### src/hw/sfc_pkg.sv
// Package for the serial flash status and read instruction decoder
`default_nettype none
package sfc_pkg;

  // Instruction codes
  localparam logic [7:0] OP_WRITE_DISABLE = 8'h04;
  localparam logic [7:0] OP_WRITE_ENABLE = 8'h06;
  localparam logic [7:0] OP_VOL_WRITE_ENABLE = 8'h50;
  localparam logic [7:0] OP_READ_STATUS1 = 8'h05;
  localparam logic [7:0] OP_READ_STATUS2 = 8'h35;
  localparam logic [7:0] OP_READ_STATUS3 = 8'h15;
  localparam logic [7:0] OP_WRITE_STATUS1 = 8'h01;
  localparam logic [7:0] OP_WRITE_STATUS2 = 8'h31;
  localparam logic [7:0] OP_WRITE_STATUS3 = 8'h11;
  localparam logic [7:0] OP_READ_DATA = 8'h03;
  localparam logic [7:0] OP_FAST_READ = 8'h0B;
  localparam logic [7:0] OP_RESET_ENABLE = 8'h66;
  localparam logic [7:0] OP_RESET_DEVICE = 8'h99;

  // Frame geometry in serial clocks
  localparam logic [4:0] CNT_OPCODE_LAST = 5'h07;
  localparam logic [4:0] CNT_ADDR_LAST = 5'h17;
  localparam logic [4:0] CNT_DUMMY_LAST = 5'h07;
  localparam logic [4:0] CNT_ONE_BYTE = 5'h08;
  localparam logic [4:0] CNT_TWO_BYTES = 5'h10;

  // Status byte selectors
  localparam logic [1:0] SEL_SR1 = 2'h0;
  localparam logic [1:0] SEL_SR2 = 2'h1;
  localparam logic [1:0] SEL_SR3 = 2'h2;

  // Writable positions per byte; the rest stays read-only
  localparam logic [7:0] SR1_WR_MASK = 8'hFC;
  localparam logic [7:0] SR2_WR_MASK = 8'h7B;
  localparam logic [7:0] SR3_WR_MASK = 8'hE3;
  // security_lock_bits, protect_mode_bit_high, quad_enable_bit in byte two
  localparam logic [7:0] SR2_LOCK_MASK = 8'h38;
  localparam logic [7:0] SR2_PROTECT_HIGH_MASK = 8'h01;
  localparam logic [7:0] SR2_QUAD_ENABLE_MASK = 8'h02;

  // Power-up non-volatile contents
  localparam logic [7:0] SR1_RESET = 8'h00;
  localparam logic [7:0] SR2_RESET = 8'h00;
  localparam logic [7:0] SR3_RESET = 8'h00;

  // Timing
  localparam int CLK_PERIOD_NS = 8;
  localparam int STATUS_WRITE_CYCLE_TIME_NS = 5000000;
  localparam int VOLATILE_REFRESH_TIME_NS = 50;
  // Longest time rounds down, never below one cycle
  localparam int VOLATILE_REFRESH_CYCLES =
    (VOLATILE_REFRESH_TIME_NS / CLK_PERIOD_NS) < 1 ? 1 :
    (VOLATILE_REFRESH_TIME_NS / CLK_PERIOD_NS);
  localparam logic [23:0] REFRESH_CYC = 24'(VOLATILE_REFRESH_CYCLES);

  // Synchroniser pin slots
  localparam int PIN_CS_N = 0;
  localparam int PIN_SCLK = 1;
  localparam int PIN_DI = 2;
  localparam int PIN_RESET_N = 3;
  localparam int PIN_COUNT = 4;

  // Frame states
  typedef enum logic [7:0] {
    ST_IDLE = 8'h01,
    ST_OPCODE = 8'h02,
    ST_ADDR = 8'h04,
    ST_DUMMY = 8'h08,
    ST_RDATA = 8'h10,
    ST_SRD = 8'h20,
    ST_SWR = 8'h40,
    ST_IGNORE = 8'h80
  } sfc_state_type;

  // Working or non-volatile status bytes
  typedef struct packed {
    logic [7:0] sr3;
    logic [7:0] sr2;
    logic [7:0] sr1;
  } sfc_status_type;

  // Array fetch request
  typedef struct packed {
    logic valid;
    logic [23:0] addr;
  } sfc_fetch_type;

endpackage
`default_nettype wire

### src/hw/sfc_flash_cmd.sv
// Serial flash instruction decoder with read prefetch FIFO
`timescale 1ns/10ps
`default_nettype none

////////////////////////////////////////////////////////////////////////
// Prefetch buffer between array and serialiser
module sfc_fifo #(
  parameter int WIDTH = 8,
  parameter int DEPTH = 8
) (
  // Clock and reset
  input wire logic clk_sys,
  input wire logic sys_rst,
  input wire logic flush,
  // Fill side
  input wire logic in_valid,
  output logic in_ready,
  input wire logic [WIDTH-1:0] in_data,
  // Drain side
  output logic out_valid,
  input wire logic out_ready,
  output logic [WIDTH-1:0] out_data
);
  localparam int AW = (DEPTH > 1) ? $clog2(DEPTH) : 1;
  localparam logic [AW:0] FULL_COUNT = (AW + 1)'(DEPTH);
  localparam logic [AW-1:0] LAST_SLOT = AW'(DEPTH - 1);

  logic [WIDTH-1:0] mem [DEPTH];
  logic [AW-1:0] wr_ptr;
  logic [AW-1:0] rd_ptr;
  logic [AW:0] count;
  logic push;
  logic pop;

  // Flags come from the count register so full and empty are honest
  assign in_ready = (count != FULL_COUNT);
  assign out_valid = (count != '0);
  assign out_data = mem[rd_ptr];
  assign push = in_valid & in_ready;
  assign pop = out_valid & out_ready;

  // Storage, written by index
  always_ff @(posedge clk_sys) begin
    if (push) begin
      mem[wr_ptr] <= in_data;
    end
  end

  // Pointers and fill level
  always_ff @(posedge clk_sys) begin
    if (sys_rst || flush) begin
      wr_ptr <= '0;
      rd_ptr <= '0;
      count <= '0;
    end else begin
      if (push) begin
        wr_ptr <= (wr_ptr == LAST_SLOT) ? '0 : wr_ptr + 1'b1;
      end
      if (pop) begin
        rd_ptr <= (rd_ptr == LAST_SLOT) ? '0 : rd_ptr + 1'b1;
      end
      count <= count + (AW + 1)'(push) - (AW + 1)'(pop);
    end
  end
endmodule // sfc_fifo

////////////////////////////////////////////////////////////////////////
// Top: serial frame decoder, status registers, array read streaming
module sfc_flash_cmd #(
  parameter int STATUS_WRITE_CYCLES =
    (sfc_pkg::STATUS_WRITE_CYCLE_TIME_NS + sfc_pkg::CLK_PERIOD_NS - 1)
    / sfc_pkg::CLK_PERIOD_NS,
  parameter int FIFO_DEPTH = 8
) (
  // System clock and reset
  input wire logic clk_sys,
  input wire logic sys_rst,
  // Serial pins from the host
  input wire logic spi_cs_n,
  input wire logic spi_clk,
  input wire logic serial_input,
  input wire logic reset_pin_n,
  // Serial output pin
  output logic spi_do,
  output logic spi_do_oe,
  // Mode input
  input wire logic four_line_command_mode,
  // Array read port
  output sfc_pkg::sfc_fetch_type arr_fetch,
  input wire logic arr_rvalid,
  input wire logic [7:0] arr_rdata,
  // Status view
  output sfc_pkg::sfc_status_type status_now,
  output logic write_enable_latch,
  output logic status_busy
);
  import sfc_pkg::*;

  localparam logic [23:0] TW_CYC = 24'(STATUS_WRITE_CYCLES);

  logic [PIN_COUNT-1:0] sync1;
  logic [PIN_COUNT-1:0] sync2;
  logic sclk_d;
  logic cs_d;
  logic sclk_rise;
  logic sclk_fall;
  logic cs_rise;
  logic di_s;
  sfc_state_type state;
  logic [4:0] bit_cnt;
  logic [23:0] in_sh;
  logic [7:0] opcode;
  logic [7:0] opc_now;
  logic [1:0] sel;
  logic fast;
  logic vol_qual;
  logic reset_armed;
  logic refresh_on;
  logic [23:0] timer;
  sfc_status_type nv;
  sfc_status_type pend;
  sfc_status_type next_status;
  logic swr_ok;
  logic [7:0] status_byte;
  logic [2:0] out_cnt;
  logic [6:0] out_sh;
  logic fetch_on;
  logic fetch_wait;
  logic [23:0] fetch_addr;
  logic fifo_in_ready;
  logic fifo_out_valid;
  logic [7:0] fifo_out_data;
  logic fifo_pop;
  logic fifo_flush;
  logic start_read;

  //////////////////////////////////////////////////////////////////////
  // Two-flop synchronisers for every pin input
  genvar gi;
  generate
    for (gi = 0; gi < PIN_COUNT; gi++) begin : g_sync
      always_ff @(posedge clk_sys) begin
        if (sys_rst) begin
          // Idle levels: clock low, rest high, so no false edge follows
          sync1[gi] <= (gi == PIN_SCLK) ? 1'b0 : 1'b1;
          sync2[gi] <= (gi == PIN_SCLK) ? 1'b0 : 1'b1;
        end else begin
          sync1[gi] <= (gi == PIN_CS_N) ? spi_cs_n :
                       (gi == PIN_SCLK) ? spi_clk :
                       (gi == PIN_DI) ? serial_input : reset_pin_n;
          sync2[gi] <= sync1[gi];
        end
      end
    end
  endgenerate

  // Edge history on the synchronised copies only
  always_ff @(posedge clk_sys) begin
    if (sys_rst) begin
      sclk_d <= 1'b0;
      cs_d <= 1'b1;
    end else begin
      sclk_d <= sync2[PIN_SCLK];
      cs_d <= sync2[PIN_CS_N];
    end
  end

  assign sclk_rise = sync2[PIN_SCLK] & ~sclk_d;
  assign sclk_fall = ~sync2[PIN_SCLK] & sclk_d;
  assign cs_rise = sync2[PIN_CS_N] & ~cs_d;
  assign di_s = sync2[PIN_DI];
  assign opc_now = {in_sh[6:0], di_s};

  //////////////////////////////////////////////////////////////////////
  // Frame state machine, input shifting on rising serial edges
  always_ff @(posedge clk_sys) begin
    if (sys_rst || sync2[PIN_CS_N] || !sync2[PIN_RESET_N]) begin
      state <= ST_IDLE;
      bit_cnt <= '0;
    end else begin
      case (state)
        ST_IDLE: begin
          state <= ST_OPCODE;
          bit_cnt <= '0;
        end
        ST_OPCODE: begin
          if (sclk_rise) begin
            bit_cnt <= bit_cnt + 1'b1;
            if (bit_cnt == CNT_OPCODE_LAST) begin
              bit_cnt <= '0;
              case (opc_now)
                OP_READ_STATUS1, OP_READ_STATUS2,
                OP_READ_STATUS3: state <= ST_SRD;
                OP_READ_DATA: state <= (status_busy ||
                  four_line_command_mode) ? ST_IGNORE : ST_ADDR;
                OP_FAST_READ: state <= status_busy ? ST_IGNORE : ST_ADDR;
                OP_WRITE_STATUS1, OP_WRITE_STATUS2,
                OP_WRITE_STATUS3: state <= ST_SWR;
                default: state <= ST_IGNORE;
              endcase
            end
          end
        end
        ST_ADDR: begin
          if (sclk_rise) begin
            bit_cnt <= bit_cnt + 1'b1;
            if (bit_cnt == CNT_ADDR_LAST) begin
              bit_cnt <= '0;
              state <= fast ? ST_DUMMY : ST_RDATA;
            end
          end
        end
        ST_DUMMY: begin
          if (sclk_rise) begin
            bit_cnt <= bit_cnt + 1'b1;
            if (bit_cnt == CNT_DUMMY_LAST) begin
              bit_cnt <= '0;
              state <= ST_RDATA;
            end
          end
        end
        ST_SWR, ST_IGNORE: begin
          // Count saturates so a long frame cannot alias a short one
          if (sclk_rise && bit_cnt != '1) begin
            bit_cnt <= bit_cnt + 1'b1;
          end
        end
        ST_RDATA, ST_SRD: state <= state;
        default: state <= ST_IDLE;
      endcase
    end
  end

  // Serial input shifter and latched opcode fields
  always_ff @(posedge clk_sys) begin
    if (sys_rst) begin
      in_sh <= '0;
      opcode <= '0;
      sel <= SEL_SR1;
      fast <= 1'b0;
    end else if (sclk_rise && !sync2[PIN_CS_N]) begin
      in_sh <= {in_sh[22:0], di_s};
      if (state == ST_OPCODE && bit_cnt == CNT_OPCODE_LAST) begin
        opcode <= opc_now;
        fast <= (opc_now == OP_FAST_READ);
        sel <= (opc_now == OP_READ_STATUS2 || opc_now == OP_WRITE_STATUS2) ?
               SEL_SR2 :
               (opc_now == OP_READ_STATUS3 || opc_now == OP_WRITE_STATUS3) ?
               SEL_SR3 : SEL_SR1;
      end
    end
  end

  //////////////////////////////////////////////////////////////////////
  // Masked status byte update shared by volatile and non-volatile writes
  function automatic logic [7:0] merge(input logic [7:0] old,
      input logic [7:0] data, input logic [7:0] wmask,
      input logic [7:0] sticky, input logic [7:0] frozen);
    logic [7:0] r;
    r = (old & ~wmask) | (data & wmask);
    r = r | (old & sticky);
    r = (r & ~frozen) | (old & frozen);
    return r;
  endfunction

  // Candidate status after the write frame now ending
  always_comb begin
    sfc_status_type base;
    logic [7:0] sticky2;
    logic [7:0] frozen2;
    base = vol_qual ? status_now : nv;
    sticky2 = SR2_LOCK_MASK | (vol_qual ? SR2_PROTECT_HIGH_MASK : 8'h00);
    frozen2 = four_line_command_mode ? SR2_QUAD_ENABLE_MASK : 8'h00;
    next_status = base;
    swr_ok = 1'b0;
    if (bit_cnt == CNT_ONE_BYTE) begin
      swr_ok = 1'b1;
      case (sel)
        SEL_SR1: next_status.sr1 = merge(base.sr1, in_sh[7:0],
                                         SR1_WR_MASK, 8'h00, 8'h00);
        SEL_SR2: next_status.sr2 = merge(base.sr2, in_sh[7:0],
                                         SR2_WR_MASK, sticky2, frozen2);
        default: next_status.sr3 = merge(base.sr3, in_sh[7:0],
                                         SR3_WR_MASK, 8'h00, 8'h00);
      endcase
    end else if (bit_cnt == CNT_TWO_BYTES && sel == SEL_SR1) begin
      swr_ok = 1'b1;
      next_status.sr1 = merge(base.sr1, in_sh[15:8],
                              SR1_WR_MASK, 8'h00, 8'h00);
      next_status.sr2 = merge(base.sr2, in_sh[7:0],
                              SR2_WR_MASK, sticky2, frozen2);
    end
  end

  //////////////////////////////////////////////////////////////////////
  // Latch, qualifiers, status storage and the self-timed write
  always_ff @(posedge clk_sys) begin
    if (sys_rst) begin
      nv <= '{sr3: SR3_RESET, sr2: SR2_RESET, sr1: SR1_RESET};
      status_now <= '{sr3: SR3_RESET, sr2: SR2_RESET, sr1: SR1_RESET};
      pend <= '0;
      write_enable_latch <= 1'b0;
      status_busy <= 1'b0;
      vol_qual <= 1'b0;
      reset_armed <= 1'b0;
      refresh_on <= 1'b0;
      timer <= '0;
    end else if (!sync2[PIN_RESET_N]) begin
      // A reset abandons a write in flight; nothing is committed
      status_now <= nv;
      write_enable_latch <= 1'b0;
      status_busy <= 1'b0;
      vol_qual <= 1'b0;
      reset_armed <= 1'b0;
      refresh_on <= 1'b0;
    end else if (status_busy) begin
      // Only status reads run now; other frames are dropped
      timer <= timer - 1'b1;
      if (timer == 24'h000001) begin
        nv <= pend;
        status_now <= pend;
        status_busy <= 1'b0;
        write_enable_latch <= 1'b0;
      end
    end else begin
      if (refresh_on) begin
        timer <= timer - 1'b1;
        if (timer == 24'h000001) begin
          refresh_on <= 1'b0;
          status_now <= pend;
        end
      end
      if (cs_rise && state != ST_IDLE) begin
        vol_qual <= 1'b0;
        reset_armed <= 1'b0;
        if (state == ST_IGNORE && bit_cnt == '0) begin
          case (opcode)
            OP_WRITE_DISABLE: write_enable_latch <= 1'b0;
            OP_WRITE_ENABLE: write_enable_latch <= 1'b1;
            OP_VOL_WRITE_ENABLE: vol_qual <= 1'b1;
            OP_RESET_ENABLE: reset_armed <= 1'b1;
            OP_RESET_DEVICE: begin
              if (reset_armed) begin
                status_now <= nv;
                write_enable_latch <= 1'b0;
                refresh_on <= 1'b0;
              end
            end
            default: vol_qual <= 1'b0;
          endcase
        end else if (state == ST_SWR && swr_ok) begin
          pend <= next_status;
          if (vol_qual) begin
            refresh_on <= 1'b1;
            timer <= REFRESH_CYC;
          end else if (write_enable_latch) begin
            status_busy <= 1'b1;
            timer <= TW_CYC;
          end
        end
      end
    end
  end

  //////////////////////////////////////////////////////////////////////
  // Byte presented for a status read, sampled afresh every byte
  always_comb begin
    case (sel)
      SEL_SR1: status_byte = {status_now.sr1[7:2], write_enable_latch,
                              status_busy};
      SEL_SR2: status_byte = status_now.sr2;
      default: status_byte = status_now.sr3;
    endcase
  end

  // Output serialiser on falling serial edges
  always_ff @(posedge clk_sys) begin
    if (sys_rst || (state != ST_SRD && state != ST_RDATA)) begin
      spi_do <= 1'b0;
      spi_do_oe <= 1'b0;
      out_cnt <= '0;
      out_sh <= '0;
    end else if (sclk_fall) begin
      spi_do_oe <= 1'b1;
      out_cnt <= out_cnt + 1'b1;
      if (out_cnt == '0) begin
        // Status polls see live busy at each byte boundary
        if (state == ST_SRD) begin
          spi_do <= status_byte[7];
          out_sh <= status_byte[6:0];
        end else begin
          // An empty buffer only occurs with an out-of-spec clock
          spi_do <= fifo_out_valid ? fifo_out_data[7] : 1'b1;
          out_sh <= fifo_out_valid ? fifo_out_data[6:0] : 7'h7F;
        end
      end else begin
        spi_do <= out_sh[6];
        out_sh <= {out_sh[5:0], 1'b0};
      end
    end
  end

  assign fifo_pop = sclk_fall && state == ST_RDATA && out_cnt == '0;
  assign start_read = sclk_rise && state == ST_ADDR &&
                      bit_cnt == CNT_ADDR_LAST && !sync2[PIN_CS_N];
  assign fifo_flush = start_read;

  //////////////////////////////////////////////////////////////////////
  // Array fetch: one request outstanding, stalled by a full buffer
  always_ff @(posedge clk_sys) begin
    if (sys_rst) begin
      fetch_on <= 1'b0;
      fetch_wait <= 1'b0;
      fetch_addr <= '0;
      arr_fetch <= '0;
    end else begin
      arr_fetch.valid <= 1'b0;
      if (arr_rvalid) begin
        fetch_wait <= 1'b0;
        fetch_addr <= fetch_addr + 1'b1;
      end
      if (start_read) begin
        fetch_on <= 1'b1;
        fetch_addr <= {in_sh[22:0], di_s};
      end else if (state != ST_ADDR && state != ST_DUMMY &&
                   state != ST_RDATA) begin
        fetch_on <= 1'b0;
      end
      if (fetch_on && !fetch_wait && !arr_fetch.valid && fifo_in_ready &&
          !start_read) begin
        arr_fetch.valid <= 1'b1;
        arr_fetch.addr <= fetch_addr;
        fetch_wait <= 1'b1;
      end
    end
  end

  sfc_fifo #(
    .WIDTH(8),
    .DEPTH(FIFO_DEPTH)
  ) u_fifo (
    .clk_sys(clk_sys),
    .sys_rst(sys_rst),
    .flush(fifo_flush),
    .in_valid(arr_rvalid & fetch_on),
    .in_ready(fifo_in_ready),
    .in_data(arr_rdata),
    .out_valid(fifo_out_valid),
    .out_ready(fifo_pop),
    .out_data(fifo_out_data)
  );
endmodule // sfc_flash_cmd
`default_nettype wire

### config.mk
export PLATFORM = sky130hd
export DESIGN_NAME = sfc_flash_cmd
export DESIGN_NICKNAME = d
export VERILOG_FILES = /design/src/hw/sfc_pkg.sv /design/src/hw/sfc_flash_cmd.sv
export SDC_FILE = /design/constraint.sdc
export NUM_CORES = 1
export LEC_CHECK = 0
export BUFFER_PORTS_ARGS = -buffer_cell sky130_fd_sc_hd__buf_2
export CAP_MARGIN = 20
export CORE_UTILIZATION = 35
export DETAILED_ROUTE_END_ITERATION = 7
export SYNTH_ARGS = -nofsm -noshare
export SYNTH_HDL_FRONTEND = slang
export SYNTH_SLANG_ARGS = --single-unit
### constraint.sdc
create_clock -name clk_sys -period 2.64 [get_ports clk_sys]
set_clock_uncertainty 0.05 [all_clocks]
set_input_delay 0.528 -clock clk_sys [delete_from_list [all_inputs] [get_ports clk_sys]]
set_output_delay 0.528 -clock clk_sys [all_outputs]
set_load 0.02 [all_outputs]
==> flow_metrics.py, run 1 <==
metrics = {
    "final_layout": {
        "fillers": 3850,
        "final_cell_mix": "dfxtp_1 (234), nand2_1 (191), nor2_1 (137)",
        "final_common_cell": "dfxtp_1",
        "drive_above_1_share": 0.169,
        "fin_nets": 1669,
        "syn_to_final_growth_pct": 17.2,
        "seq_area_sq_um": 6610,
        "multi_input_area_sq_um": 7230,
    },
    "detailed_routing": {
        "drt_iter0_markers": 1154,
        "wire_per_inst_um": 18.8,
        "drc_errors": 0,
        "vias_per_cell": 5.69,
        "drtPass1Iterations": 7,
        "drt_wl_total_um": 41100,
        "vias": 12400,
        "postRouteAntennaNets": 0,
    },
    "setup_path": {
        "arrival_ns": 2.91,
        "path_class": "reg -> reg",
        "rr_startpoint": "opcode[1]$_SDFFE_PP0P_",
        "slowest_delay_ns": 0.73,
        "cp.required_ns": 3.05,
        "r2r_cells": 7,
        "crit_buf_inv": 2,
        "cp_max_fo": 45,
        "timing.rr.end": "status_now[15]$_SDFF_PP0_",
        "cp-end-kind": "flop",
        "cp_slowest_cell": "or4b_2",
        "r2r_setup_slack_ns": 0.14,
        "path_cells": "or4b_2, nor4b_1, buf_4, and3_1, buf_12, a221oi_1, a211oi_1",
        "crit_family": "simple AND/OR/NAND/NOR gates",
        "worst_setup_path_start_kind": "flop",
    },
    "yosys": {
        "synth-compound-area-share": 0.171,
        "synth_top_family_by_area": "simple AND/OR/NAND/NOR gates",
        "synth-seq-area-share": 0.459,
        "synth-seq-cells": 298,
        "synth-edff-count": 64,
        "synth_area_sq_um": 14400,
        "synth-warning-count": 0,
        "synthSimpleGateAreaFrac": 0.196,
        "synthArstFlopShare": 0,
        "syn_area_per_cell_sq_um": 9.23,
        "synth_flop_cell": "dfxtp_1",
        "yosys.area_share.adder": 0.0170,
        "synth.area.mux_share": 0.0914,
        "synth_nets": 1593,
        "synth-xor-area-share": 0.0225,
        "postSynthCellCount": 1558,
        "synth_cell_types": 77,
    },
    "cts": {
        "cts_max_level": 2,
        "clkTransAtPathRegs_ns": 0.06,
        "numClockSinks": 298,
        "cts_buffer_depth": 3,
        "root_buffer": "clkbuf_16",
        "cts_tree": "done",
        "clock_latency_ns": 0.55,
        "cts_buffers": 36,
    },
    "floorplanning": {
        "core_area_sq_um": 40100,
        "io_pins": 69,
        "start_util": 0.359,
        "die_area_sq_um": 41900,
        "fp.dieW_um": 205,
        "rows": 73,
        "die_h_um": 205,
    },
    "sta": {
        "drv_slew": 0,
        "fin_hold_ws_ns": 0.112,
        "max_slew_margin": 0.423,
        "hold_viol": 0,
        "worstMarginPinSlew_ns": 0.865,
        "fmax_mhz": 399,
        "tns_ns": 0,
        "finalWorstSetupSlack_ns": 0.137,
        "period_share": 0.948,
        "rsz0062_at_grt": "no",
        "finalSetupViolCount": 0,
        "fin_crit_ns": 2.50,
    },
    "pwr": {
        "cellPowerDensity_nw_per_um2": 586,
        "p_leak_nw": 5.85,
        "ir_drop_mv": 0.350,
    },
    "grt": {
        "grt_pass1_wl_um": 65200,
        "grt_pass1_vias": 11800,
        "antenna_found_initial": 0,
        "grt_overflow": 0,
        "grt_use_total": 0.196,
        "grt_max_degree": 73,
    },
    "flow_run": {
        "maxCapViolCount": 0,
    },
    "place": {
        "io_buffers": 68,
        "dpl.hpwl_um": 27200,
        "gp_congestion": 0.879,
        "pre_cts_slack_ns": 0.132,
    },
    "min_path": {
        "hold_path_depth": 2,
        "hp-start": "reset_pin_n",
        "worstHoldEndpoint": "sync1[3]$_SDFF_PP1_",
        "hold_path_class": "in -> reg",
    },
    "status": {
        "status": "completed",
    },
}
routing by layer:
| metal | routed length (um) | global-route usage | vias to the layer above | share of wire |
|---|---|---|---|---|
| met3 | 2450 | 0.0288 | 69 | 0.060 |
| li1 | - | - | 5931 | - |
| met2 | 19400 | 0.322 | 388 | 0.47 |
| met4 | 1010 | 0.0738 | 0 | 0.025 |
| met1 | 18200 | 0.258 | 6045 | 0.44 |
| met5 | 0 | 0 | - | 0 |
sequential cells by signal (all words and copies together), names as in the netlist, 23 cells and up, named ones only:
| signal | flops |
|---|---|
| u_fifo.mem | 64 |
| arr_fetch | 25 |
| fetch_addr | 24 |
| nv | 24 |
| pend | 24 |
| status_now | 24 |
| timer | 24 |
| in_sh | 23 |
synthesized netlist by cell type (all sizes together), types with 30 or more instances:
cell type | number | share of area
dfxtp | 234 | 0.33
nand2 | 191 | 0.050
nor2 | 137 | 0.036
a21oi | 113 | 0.039
clkbuf | 100 | 0.026
mux2i | 83 | 0.058
edfxtp | 64 | 0.13
a211oi | 53 | 0.028
o21ai | 41 | 0.014
nor3 | 36 | 0.013
inv | 33 | 0.0086
nand4 | 32 | 0.014
nand3 | 30 | 0.010
repair_timing:
action	in CTS	in global routing
resized for setup	0	2
hold buffers	0	0
hold endpoints to repair	0	0
setup buffers	0	3
setup endpoints to repair	0	31
final cells by class:
cell class                      count  area share
Tap cell                          525      0.0390
Clock inverter                     20     0.00972
Clock buffer                       44      0.0582
Multi-Input combinational cell   1105       0.429
Antenna cell                        1    0.000148
Timing Repair Buffer              159      0.0648
Sequential cell                   298       0.392
Inverter                           34     0.00757
how the worst max path moves through the flow:
| stage | cells after the start | slack [ns] | to | startpoint |
|---|---|---|---|---|
| floorplan | 11 | 0.02 | u_fifo.count[2]$_SDFF_PP0_ | state[1]$_SDFFE_PP0P_ |
| global placement | 7 | 0.19 | status_now[20]$_SDFF_PP0_ | opcode[1]$_SDFFE_PP0P_ |
| detailed placement | 8 | 0.13 | status_now[15]$_SDFF_PP0_ | bit_cnt[1]$_SDFFE_PP0P_ |
| CTS | 8 | 0.11 | status_now[15]$_SDFF_PP0_ | bit_cnt[1]$_SDFFE_PP0P_ |
| global route | 7 | 0.0001 | status_now[15]$_SDFF_PP0_ | opcode[4]$_SDFFE_PP0P_ |
| finish | 7 | 0.14 | status_now[15]$_SDFF_PP0_ | opcode[1]$_SDFFE_PP0P_ |
stage by stage:
step                      utilization  area, sq um  instances  total power (W)
after CTS                       0.420        16800       2182           0.0100
after global routing            0.420        16900       2185           0.0102
after floorplan                     -        14400       1558          0.00503
after detailed placement        0.391        15700       2118          0.00517
final                           0.421        16900       2186          0.00988
after global placement          0.391        15700       2118          0.00517
logic make-up (layout without fill, tap and decap cells):
| family | count (synthesis) | count (layout) |
|---|---|---|
| adder cells (fa/ha/maj) | 19 | 19 |
| XOR/XNOR | 37 | 37 |
| AO/OA/AOI/OAI | 366 | 366 |
| multiplexers | 110 | 110 |
| AND/OR/NAND/NOR | 573 | 573 |
| other | 0 | 1 |
| flip-flops | 298 | 298 |
| buffers and inverters | 155 | 257 |
where the power goes:
part	switching [W]	total, W	internal (W)
clock network	0.00203	0.00480	0.00277
logic	0.000239	0.000359	0.000120
registers	0.0000426	0.00472	0.00468
No activity file was read; power rests on OpenSTA's default activity.
==> inputs of run 2 (changes only) <==
--- a/config.mk
+++ b/config.mk
@@ -5,7 +5,7 @@
 export SDC_FILE = /design/constraint.sdc
 export NUM_CORES = 1
 export LEC_CHECK = 0
-export BUFFER_PORTS_ARGS = -buffer_cell sky130_fd_sc_hd__buf_2
+export BUFFER_PORTS_ARGS = -buffer_cell sky130_fd_sc_hd__buf_4
 export CAP_MARGIN = 20
 export CORE_UTILIZATION = 35
 export DETAILED_ROUTE_END_ITERATION = 7
==> run 2 against run 1 <==
Compared with the run above:
- clock power decreased by 0.8%
- register-to-register slack gained 0.04 ns
- final cell count about the same
- combinational power up 4%
- non-clock buffer count increased by 2
- highest routed layer unchanged
- sequential power about the same
- global-route usage rose by 0.068 points
- die area unchanged
- critical path depth up 1
- routed wire length grew 1.2%
- hold slack better by 0.0070 ns
==> flow_metrics.py, run 2 (same netlist as run 1, synthesis figures left out) <==
metrics = {
    "status": {
        "status": "completed",
    },
    "pwr": {
        "p_leak_nw": 5.87,
        "p_sw_w": 0.00225,
        "p_int_w": 0.00761,
        "clkPwrFrac": 0.483,
        "ir_drop_mv": 0.507,
        "pwr-share-seq": 0.479,
        "swShare": 0.228,
        "combPwrFrac": 0.038,
        "cellPowerDensity_nw_per_um2": 577,
    },
    "detailed_routing": {
        "wire_per_inst_um": 19.1,
        "vias": 12300,
        "drtPass1Iterations": 5,
        "postRouteAntennaNets": 0,
        "drc_errors": 0,
        "drt_iter0_markers": 1032,
        "drt_wl_total_um": 41600,
        "vias_per_cell": 5.64,
    },
    "sta": {
        "tns_ns": 0,
        "fin_crit_ns": 2.46,
        "rsz0062_at_grt": "no",
        "finalSetupViolCount": 0,
        "hold_viol": 0,
        "max_slew_margin": 0.411,
        "worstMarginPinSlew_ns": 0.884,
        "fmax_mhz": 406,
        "period_share": 0.933,
        "drv_slew": 0,
    },
    "final_layout": {
        "final_cell_mix": "dfxtp_1 (234), nand2_1 (191), buf_4 (153)",
        "final_common_cell": "dfxtp_1",
        "fin_nets": 1669,
        "drive_above_1_share": 0.170,
        "syn_to_final_growth_pct": 18.7,
        "diodes": 0,
        "largest_reg_flops": 64,
        "final_util": 0.426,
        "regMostFlops": "u_fifo.mem",
        "reg_top3": "u_fifo.mem (64), arr_fetch (25)",
    },
    "floorplanning": {
        "fp.dieW_um": 205,
        "die_h_um": 205,
        "io_pins": 69,
        "core_area_sq_um": 40100,
        "die_area_sq_um": 41900,
        "start_util": 0.359,
        "rows": 73,
    },
    "setup_path": {
        "r2r_cells": 8,
        "cp-end-kind": "flop",
        "path_class": "reg -> reg",
        "path_cells": "inv_1, ha_1, or4bb_1, nor3_1, buf_4, and3b_1, o21ai_0, a32o_1",
        "arrival_ns": 2.85,
        "cp_max_fo": 11,
        "rr_startpoint": "bit_cnt[1]$_SDFFE_PP0P_",
        "slowest_delay_ns": 0.56,
        "worst_setup_path_start_kind": "flop",
        "cp.required_ns": 3.02,
        "r2r_setup_slack_ns": 0.18,
        "timing.rr.end": "timer[0]$_SDFFE_PP0P_",
        "cp_slowest_cell": "or4bb_1",
    },
    "grt": {
        "grt_pass1_wl_um": 65400,
        "grt_use_met3": 0.0340,
        "grt_use_total": 0.196,
        "grt_max_degree": 165,
        "grt_pass1_vias": 11800,
        "grt_overflow": 0,
        "grt-busiest-layer": "met2",
        "antenna_found_initial": 0,
        "grt_util_met1": 0.260,
        "met2_usage": 0.320,
    },
    "place": {
        "gp_congestion": 0.877,
        "io_buffers": 68,
        "dpl.hpwl_um": 27000,
    },
    "cts": {
        "cts_buffers": 34,
        "root_buffer": "clkbuf_16",
        "cts_tree": "done",
        "cts_hold_buf": 0,
        "numClockSinks": 298,
        "cts_max_level": 2,
        "clock_latency_ns": 0.55,
        "clkTransAtPathRegs_ns": 0.06,
        "cts_buffer_depth": 3,
    },
    "min_path": {
        "worstHoldEndpoint": "sync1[0]$_SDFF_PP1_",
        "hp-start": "spi_cs_n",
        "hold_path_class": "in -> reg",
        "hold_path_depth": 2,
    },
    "flow_run": {
        "maxCapViolCount": 0,
    },
}
-- run 2: worst max-delay path by stage --
stage	from	to	slack, ns	depth (start not counted)
after floorplan	state[1]$_SDFFE_PP0P_	u_fifo.count[2]$_SDFF_PP0_	0.02	11
after global placement	bit_cnt[1]$_SDFFE_PP0P_	status_now[1]$_SDFF_PP0_	0.16	8
after detailed placement	bit_cnt[1]$_SDFFE_PP0P_	status_now[15]$_SDFF_PP0_	0.08	8
after CTS	bit_cnt[1]$_SDFFE_PP0P_	status_now[15]$_SDFF_PP0_	0.07	8
after global routing	bit_cnt[0]$_SDFFE_PP0P_	status_now[18]$_SDFF_PP0_	0.004	8
final	bit_cnt[1]$_SDFFE_PP0P_	timer[0]$_SDFFE_PP0P_	0.18	8
-- run 2: area by class of cell --
cell class              instances  area (sq um)
clock buffers                  49           977
fillers                      3793         23000
inverters                      34           128
multi-input cells            1105          7270
repair buffers                161          1310
clock inverters                12           138
well taps                     525           657
flip-flops and latches        298          6610
-- run 2: power by group through the flow --
stage | clock network [W] | registers [W] | logic [W]
finish | 0.00476 | 0.00472 | 0.000375
global route | 0.00505 | 0.00472 | 0.000411
CTS | 0.00486 | 0.00472 | 0.000371
detailed placement | 0 | 0.00482 | 0.000370
global placement | 0 | 0.00482 | 0.000362
floorplan | 0 | 0.00483 | 0.000208
-- run 2: worst max-delay path, delay by kind of cell (launching register included) --
family | cells | cell delay (ns)
and+or+nand+nor | 3 | 1.10
DFF | 1 | 0.32
buffers and inverters | 2 | 0.28
adders and majority gates | 1 | 0.20
AOI/OAI and AO/OA | 2 | 0.39
-- run 2: stage by stage --
step	area, sq um	total power (W)	std cells	hold slack [ns]	setup WS, ns
final	17100	0.00986	2184	0.119	0.176
after global routing	17100	0.0102	2184	0.117	0.00418
after CTS	17000	0.00996	2178	0.102	0.0716
after detailed placement	15900	0.00519	2117	0.357	0.0803
after global placement	15900	0.00518	2117	0.359	0.163
after floorplan	14400	0.00503	1558	0.339	0.0170
-- run 2: timing repair --
action / CTS / global route
setup buffers: 0 / 5
gates resized for setup: 0 / 8
setup endpoints to repair: 0 / 37
-- run 2: per-layer routing --
layer / share of wire / routed length (um)
met1: 0.44 / 18300
met2: 0.47 / 19700
met3: 0.062 / 2580
met4: 0.026 / 1080
met5: 0 / 0
